===== src/smt_consts.svh =====
// smt_consts.svh: offsets, reset values and cycle counts for the static sequencer
// assumes: included by smt_pkg.sv only; the sequencer relies on that include, no other dependencies
`ifndef SMT_CONSTS_SVH
`define SMT_CONSTS_SVH
`define SMT_CLK_PERIOD_NS 40
`define SMT_PROC_CYCLES 3'h1
`define SMT_ARB_CYCLES 3'h1
`define SMT_CTRL_CYCLES 3'h2
`define SMT_TURN_W 5
`define SMT_TURN_MAX 5'h10
`define SMT_TURN_MIN 5'h01
`define SMT_TURN_RST 5'h00
`define SMT_WR_DRAIN 5'h05
`endif


===== src/smt_pkg.sv =====
// smt_pkg.sv: types for the static memory turnaround sequencer
// assumes: smt_consts.svh is on the include path
`include "smt_consts.svh"
package smt_pkg;
  typedef enum logic [3:0] {
    ST_IDLE, ST_PROC, ST_ARB, ST_CTRL, ST_TURN, ST_RD_ADDR, ST_RD_SAMPLE, ST_RD_RET,
    ST_WR_SETUP, ST_WR_STROBE, ST_WR_HOLD, ST_WR_IDLE
  } seq_state_e;
  typedef struct packed {
    logic write;
    logic [1:0] bank;
    logic [23:0] addr;
    logic [31:0] wdata;
  } mem_req_s;
  typedef struct packed {
    logic [23:0] addr;
    logic [3:0] cs_n;
    logic oe_n;
    logic we_n;
    logic [31:0] dout;
    logic dout_en;
  } mem_pins_s;
endpackage : smt_pkg


===== src/static_mem_turnaround_seq.sv =====
// static_mem_turnaround_seq.sv: static memory cycle sequencer with bus turnaround
// assumes: port arbiter presents one request at a time; rdata pins are asynchronous
// Function
// - accept: process, arbitrate, two internal cycles
// - read sample next cycle, return after
// - write: setup, strobe one cycle, release
// - write then read: twelve read waits
// - read waits at least six, writes none
// - turnaround two: data on first, accept after
// - next address accepted during write setup
// - controls inactive one cycle after write
// - per-bank turnaround of 1 to 16 cycles
// - turnaround read-read diff bank, read-write
`timescale 1ns/1ps
`default_nettype none
module static_mem_turnaround_seq
  import smt_pkg::*;
#(
  parameter int BANKS = 4
) (
  input wire logic sys_clk, // system clock
  input wire logic nrst, // async reset, active low
  input wire logic req_valid, // request from port arbiter
  input var mem_req_s req, // request contents
  output logic req_ready, // request accepted this cycle
  output logic rd_valid, // read data to ahb, one cycle
  output logic [31:0] rd_data, // returned read data
  input wire logic [4*BANKS-1:0] bus_turnaround_cycles, // per-bank turnaround, 4 bits each
  input wire logic [31:0] mem_din, // memory data pins in
  output mem_pins_s pins // memory address, controls, data out
);
  seq_state_e state_r;
  mem_req_s cur_r;
  logic [1:0] cnt_r;
  logic [`SMT_TURN_W-1:0] turn_r;
  logic last_rd_r;
  logic [1:0] last_bank_r;
  logic [31:0] rdata_r;

  // turnaround field 0..15 encodes 1..16 cycles
  function automatic logic [`SMT_TURN_W-1:0] turn_of(input logic [4*BANKS-1:0] f, input logic [1:0] b);
    turn_of = {1'b0, f[4*b +: 4]} + `SMT_TURN_MIN;
  endfunction : turn_of

  // turnaround needed unless read-read same bank or write first
  function automatic logic need_turn(input logic lrd, input logic [1:0] lb, input mem_req_s r);
    need_turn = lrd && (r.write || (r.bank != lb));
  endfunction : need_turn

  // read data is launched by our own registered controls, so it is taken
  // without a synchroniser; two extra flops would break the read timing
  // main sequencer
  always_ff @(posedge sys_clk or negedge nrst) begin
    if (!nrst) begin
      state_r <= ST_IDLE;
      cur_r <= '0;
      cnt_r <= 2'h0;
      turn_r <= `SMT_TURN_RST;
      last_rd_r <= 1'b0;
      last_bank_r <= 2'h0;
      req_ready <= 1'b0;
    end else begin
      req_ready <= 1'b0;
      case (state_r)
        ST_IDLE: begin
          // a request that needs turnaround waits until the last turnaround cycle
          if (req_valid && !req_ready &&
              (turn_r <= `SMT_TURN_MIN || !need_turn(last_rd_r, last_bank_r, req))) begin
            cur_r <= req;
            req_ready <= 1'b1;
            turn_r <= `SMT_TURN_RST;
            state_r <= ST_PROC;
          end else if (turn_r != `SMT_TURN_RST) begin
            turn_r <= turn_r - `SMT_TURN_MIN;
          end
        end
        ST_PROC: state_r <= ST_ARB;
        ST_ARB: begin
          cnt_r <= 2'h0;
          state_r <= ST_CTRL;
        end
        ST_TURN: begin
          // drain a finished write before a request taken early goes out
          if (turn_r <= `SMT_TURN_MIN) begin
            turn_r <= `SMT_TURN_RST;
            cnt_r <= 2'h0;
            state_r <= ST_CTRL;
          end else begin
            turn_r <= turn_r - `SMT_TURN_MIN;
          end
        end
        ST_CTRL: begin
          cnt_r <= cnt_r + 2'h1;
          if (cnt_r == 2'(`SMT_CTRL_CYCLES - 3'h1)) begin
            state_r <= cur_r.write ? ST_WR_SETUP : ST_RD_ADDR;
          end
        end
        ST_RD_ADDR: state_r <= ST_RD_SAMPLE;
        ST_RD_SAMPLE: state_r <= ST_RD_RET;
        ST_RD_RET: begin
          last_rd_r <= 1'b1;
          last_bank_r <= cur_r.bank;
          // turnaround runs from the return cycle on; data goes out in its first cycle
          turn_r <= turn_of(bus_turnaround_cycles, cur_r.bank) - `SMT_TURN_MIN;
          state_r <= ST_IDLE;
        end
        ST_WR_SETUP: begin
          // next address may be taken while the write is still on the pins
          if (req_valid) begin
            cur_r <= req;
            req_ready <= 1'b1;
          end
          state_r <= ST_WR_STROBE;
        end
        ST_WR_STROBE: state_r <= ST_WR_HOLD;
        ST_WR_HOLD: state_r <= ST_WR_IDLE;
        ST_WR_IDLE: begin
          last_rd_r <= 1'b0;
          // a request taken early waits five cycles for the write to finish
          if (pend_r) begin
            turn_r <= `SMT_WR_DRAIN;
            state_r <= ST_TURN;
          end else begin
            turn_r <= `SMT_TURN_RST;
            state_r <= ST_IDLE;
          end
        end
        default: state_r <= ST_IDLE;
      endcase
    end
  end

  // a write-then-read pair: early request queued, rerun from the control cycles
  logic pend_r;
  always_ff @(posedge sys_clk or negedge nrst) begin
    if (!nrst) begin
      pend_r <= 1'b0;
    end else if (state_r == ST_WR_SETUP && req_valid) begin
      pend_r <= 1'b1;
    end else if (state_r == ST_WR_IDLE) begin
      pend_r <= 1'b0;
    end
  end

  // read data capture and return to ahb, one cycle pulse
  always_ff @(posedge sys_clk or negedge nrst) begin
    if (!nrst) begin
      rdata_r <= 32'h0;
      rd_valid <= 1'b0;
      rd_data <= 32'h0;
    end else begin
      rd_valid <= 1'b0;
      if (state_r == ST_RD_SAMPLE) begin
        rdata_r <= mem_din;
      end
      if (state_r == ST_RD_RET) begin
        rd_valid <= 1'b1;
        rd_data <= rdata_r;
      end
    end
  end

  // memory pins: write enable low only in the strobe cycle, all off at write idle
  always_ff @(posedge sys_clk or negedge nrst) begin
    if (!nrst) begin
      pins <= '{addr: 24'h0, cs_n: 4'hF, oe_n: 1'b1, we_n: 1'b1, dout: 32'h0, dout_en: 1'b0};
    end else begin
      pins.cs_n <= 4'hF;
      pins.oe_n <= 1'b1;
      pins.we_n <= 1'b1;
      pins.dout_en <= 1'b0;
      if (state_r == ST_CTRL && cnt_r == 2'(`SMT_CTRL_CYCLES - 3'h1)) begin
        pins.addr <= cur_r.addr;
        pins.cs_n <= ~(4'h1 << cur_r.bank);
        pins.oe_n <= cur_r.write;
        pins.dout <= cur_r.wdata;
      end
      if (state_r == ST_RD_ADDR) begin
        pins.cs_n <= ~(4'h1 << cur_r.bank);
        pins.oe_n <= 1'b0;
      end
      if (state_r == ST_WR_SETUP) begin
        pins.cs_n <= ~(4'h1 << cur_r.bank);
        pins.we_n <= 1'b0;
        pins.dout_en <= 1'b1;
      end
      if (state_r == ST_WR_STROBE) begin
        pins.cs_n <= pins.cs_n;
        pins.dout_en <= 1'b1;
      end
    end
  end

  // write strobe is exactly one cycle wide
  we_one_cycle_a: assert property (@(posedge sys_clk) disable iff (!nrst)
    $fell(pins.we_n) |=> pins.we_n) else $error("write enable longer than one cycle");
  // setup cycle with chip select and we high precedes strobe
  we_setup_a: assert property (@(posedge sys_clk) disable iff (!nrst)
    $fell(pins.we_n) |-> $past(pins.cs_n) != 4'hF && $past(pins.we_n)) else $error("no write setup cycle");
  // chip select and write enable idle the cycle after write strobe ends
  wr_idle_a: assert property (@(posedge sys_clk) disable iff (!nrst)
    $rose(pins.we_n) |=> pins.cs_n == 4'hF && pins.we_n) else $error("controls not idle after write");
  // accept to pins takes four cycles with no turnaround
  accept_lat_a: assert property (@(posedge sys_clk) disable iff (!nrst)
    state_r == ST_PROC && !need_turn(last_rd_r, last_bank_r, cur_r) |-> ##4 pins.cs_n != 4'hF)
    else $error("address latency wrong");
  // read data returned three cycles after output enable
  rd_ret_a: assert property (@(posedge sys_clk) disable iff (!nrst)
    $fell(pins.oe_n) && state_r == ST_RD_ADDR |-> ##3 rd_valid) else $error("read return late");
  // read data valid is a single-cycle pulse
  rd_pulse_a: assert property (@(posedge sys_clk) disable iff (!nrst)
    rd_valid |=> !rd_valid) else $error("read valid longer than one cycle");
  // output and write enables never both active
  ctrl_excl_a: assert property (@(posedge sys_clk) disable iff (!nrst)
    !(!pins.oe_n && !pins.we_n)) else $error("output and write enable both low");
  // no accept while turnaround still has more than one cycle to run
  turn_gate_a: assert property (@(posedge sys_clk) disable iff (!nrst)
    state_r == ST_IDLE && turn_r > `SMT_TURN_MIN && need_turn(last_rd_r, last_bank_r, req) |=> !req_ready)
    else $error("accepted inside turnaround");
  // no acceptance in the same cycle as the read return pulse
  turn_block_a: assert property (@(posedge sys_clk) disable iff (!nrst)
    rd_valid |-> !req_ready) else $error("accepted during turnaround");
  // early accept only seen in write setup
  early_acc_a: assert property (@(posedge sys_clk) disable iff (!nrst)
    req_ready && $past(state_r) != ST_IDLE |-> $past(state_r) == ST_WR_SETUP) else $error("bad early accept");
  // turnaround counter never exceeds the largest setting
  turn_range_a: assert property (@(posedge sys_clk) disable iff (!nrst)
    turn_r <= `SMT_TURN_MAX) else $error("turnaround out of range");
  rd_cov_c: cover property (@(posedge sys_clk) disable iff (!nrst) rd_valid);
  wr_cov_c: cover property (@(posedge sys_clk) disable iff (!nrst) $fell(pins.we_n));
  turn_cov_c: cover property (@(posedge sys_clk) disable iff (!nrst) state_r == ST_TURN);
  early_cov_c: cover property (@(posedge sys_clk) disable iff (!nrst) pend_r);
endmodule : static_mem_turnaround_seq
`default_nettype wire


===== config.mk =====
export PLATFORM = sky130hd
export DESIGN_NAME = static_mem_turnaround_seq
export DESIGN_NICKNAME = d
export VERILOG_FILES = /design/src/smt_pkg.sv /design/src/static_mem_turnaround_seq.sv
export VERILOG_INCLUDE_DIRS = /design/src
export SDC_FILE = /design/constraint.sdc
export NUM_CORES = 1
export LEC_CHECK = 0
export ABC_AREA = 1
export BUFFER_PORTS_ARGS = -buffer_cell sky130_fd_sc_hd__buf_2
export CAP_MARGIN = 20
export CORE_ASPECT_RATIO = 1.25
export CORE_MARGIN = 1.5
export CORE_UTILIZATION = 53
export CTS_CLUSTER_DIAMETER = 30
export DETAILED_ROUTE_END_ITERATION = 10
export GPL_ROUTABILITY_DRIVEN = 0
export PLACE_DENSITY = 0.79
export SLEW_MARGIN = 0
export SYNTH_ARGS = -nofsm -noshare
export SYNTH_HDL_FRONTEND = slang
export SYNTH_SLANG_ARGS = --single-unit

===== constraint.sdc =====
create_clock -name sys_clk -period 2.05 [get_ports sys_clk]
set_input_delay 0.1025 -clock sys_clk [delete_from_list [all_inputs] [get_ports sys_clk]]
set_output_delay 0.1025 -clock sys_clk [all_outputs]
set_load 0.05 [all_outputs]

==> results.toml <==
[cts]
cts-buffers-inserted = 35
cts-root-buf = "clkbuf_16"
cts_tree = "built"
clock_sinks = 203
clk_latency_ps = 500
clockBufferDepth = 3
htree_levels = 2
clkSlewWorstSetupHoldPaths_ps = 50

[cells_and_area]
layout-drive-gt1-share = 0.278
syn2layout_area_growth_pct = 40.8
antenna_cells = 0
nets = 1333
most-common-layout-cells = "nand2_1 (331), buf_2 (205), dfrtp_1 (197)"
final_common_cell = "nand2_1"
fin_cells = 1456
fillers = 1015

[critical_path]
critPathRequiredTime_ps = 2440
rr_worst_depth = 12
critPathArrivalTime_ps = 2280
reg2reg_to = "cur_r[36]$_DFFE_PN0P_"
start_kind = "flop"
worst-path-max-fanout = 17
crit_path_end_kind = "flop"
critPathKind = "reg -> reg"
r2r_slack_ps = 160
timing.rr.start = "turn_r[1]$_DFFE_PN0P_"

[route]
vias_per_cell = 4.97
wire_per_inst_microns = 15.1
num_vias = 7243
wl_microns = 22000
drc = 0
initialDrtViolationCount = 372
drtPass1Iterations = 5
ant_nets = 0

[synthesis]
synth_warnings = 0
synth-simple-area-share = 0.179
synth_top_family_by_area = "simple AND/OR/NAND/NOR gates"
synthMuxAreaShare = 0
synthAdderAreaFrac = 0.00601
ys_seq_area_frac = 0.611
synthDistinctLibCells = 31
synth-seq-cells = 203
syn_inst = 900
syn_nets = 1014
synth_xor_area_frac = 0.00421
synth_area_sq_um = 8330
syn_avg_cell_area_sq_um = 9.25
synth_compound_area_frac = 0.120

[pwr]
leakage_nw = 6.12
peakVddDrop_mv = 1.02
total_power_w = 0.0209
power.density_nw_per_um2 = 1780

[placed_design]
dp.cells = 1296
dp_worst_setup_slack_ps = 188
hpwlAfterDp_microns = 12300
port_buffers = 206

[global_routing]
grt_max_degree = 80
grt_pass1_vias = 7570
grt_pass1_wl_microns = 35500
grt_use_total = 0.271
antenna_found_initial = 0
grt-ovfl-total = 0

[sta]
min_period_ps = 1890
worstMarginPinSlew_ps = 696
hold_viol = 0
setup_viol = 0
slew_headroom = 0.535
drv_slew = 0
fin_skew_ps = 19.4
timing.fmax_mhz = 529
rsz0062_at_grt = "false"
hold_slack_ps = 113
setup_ws_ps = 160
fin_setup_tns_ps = 0
fin_crit_sh = 0.922

[run_status]
status = "complete, no violations"

[die]
fp.dieArea_sq_um = 16500
die_w_microns = 115
core_area_sq_um = 15400
start_util = 0.539
num_rows = 51
pin_count = 207
die_h_microns = 143

[flow_run]
cap_violations = 0

[hold_path]
hold_class = "in -> async"
## through the flow
step	instance area [sq um]	util
after floorplan	8330	-
after global placement	9620	0.623
after detailed placement	9620	0.623
after CTS	11700	0.757
after global routing	11700	0.759
final	11700	0.759
## worst max-delay path, stage by stage, from the launching register on
cell     delay, ps
dfrtp_1        390
inv_1          110
ha_1           170
nor2_1          60
nor2_2         110
nor2_1          60
nand2_2         70
nand2_4         80
o21ai_4        190
buf_12         180
buf_12         160
nand2_1         70
o21ai_1        130
## synth_stat cells
library cell	number	area share
nand2_1	331	0.15
dfrtp_1	197	0.59
inv_1	104	0.047
o21ai_0	95	0.057
o21ai_2	44	0.046
nor2_1	25	0.011
clkbuf_1	16	0.0072
nand3_1	16	0.0096
buf_6	11	0.015
buf_2	10	0.0060
o21ai_1	9	0.0054
dfstp_2	6	0.019
a21oi_1	4	0.0024
a41oi_1	4	0.0042
ha_1	4	0.0060
buf_1	3	0.0014
xor2_1	3	0.0032
a31oi_1	2	0.0015
nand3b_1	2	0.0018
nand4_1	2	0.0015
nor3_1	2	0.0012
a221oi_1	1	0.0011
buf_4	1	0.00090
buf_8	1	0.0018
inv_2	1	0.00045
nand2_2	1	0.00075
nand2_4	1	0.0014
nor2_2	1	0.00075
nor3_4	1	0.0020
o21ai_4	1	0.0020
xnor2_1	1	0.0011
## area by class of cell
class,count,area (sq um),share of cell area
well taps,212,265,0.0226
clock inverters,19,199,0.0170
flip-flops and latches,203,5090,0.434
clock buffers,43,936,0.0798
multi-input cells,550,2580,0.220
inverters,105,394,0.0336
repair buffers,324,2260,0.193
## timing repair
action,4_1_cts,5_1_grt
resized for setup,0,1
endpoints found under the setup margin,0,3
buffers inserted,0,5
hold buffers,93,0
endpoints found under the hold margin,247,0
## state kept, by name, indices dropped and copies added (netlist names)
signal       flops
turn_r           5
cur_r           59
state_r          4
cnt_r            2
pins            63
rd_data         32
rd_valid         1
last_rd_r        1
req_ready        1
rdata_r         32
last_bank_r      2
pend_r           1
## layer usage
layer	GRT usage	wire [microns]	vias to the layer above	share of wire
met5	0	0	-	0
met3	0.0590	1500	67	0.068
met2	0.478	11100	267	0.50
met1	0.323	8810	3470	0.40
met4	0.104	639	0	0.029
li1	-	-	3439	-
## how the worst max path moves through the flow
| stage | start | to | slack (ps) | cells after the start |
|---|---|---|---|---|
| floorplan | turn_r[1]$_DFFE_PN0P_ | cur_r[57]$_DFFE_PN0P_ | 450 | 12 |
| global placement | turn_r[1]$_DFFE_PN0P_ | cur_r[11]$_DFFE_PN0P_ | 280 | 11 |
| detailed placement | turn_r[1]$_DFFE_PN0P_ | cur_r[9]$_DFFE_PN0P_ | 190 | 11 |
| CTS | turn_r[1]$_DFFE_PN0P_ | cur_r[9]$_DFFE_PN0P_ | 150 | 11 |
| global route | turn_r[1]$_DFFE_PN0P_ | cur_r[36]$_DFFE_PN0P_ | 10 | 12 |
| finish | turn_r[1]$_DFFE_PN0P_ | cur_r[36]$_DFFE_PN0P_ | 160 | 12 |
## kinds of logic (layout without fill, tap and decap cells)
group                      count (synthesis)  after routing
and+or+nand+nor                          382            382
DFF                                      203            203
AOI/OAI and AO/OA                        160            160
buffers and inverters                    147            491
adders and majority gates                  4              4
xor gates and xnor gates                   4              4
## where the power goes
part	switching, W	internal [W]
sequential	0.000907	0.00591
combinational	0.00608	0.00236
clock	0.00196	0.00364
(Power assumes the default switching activity.)
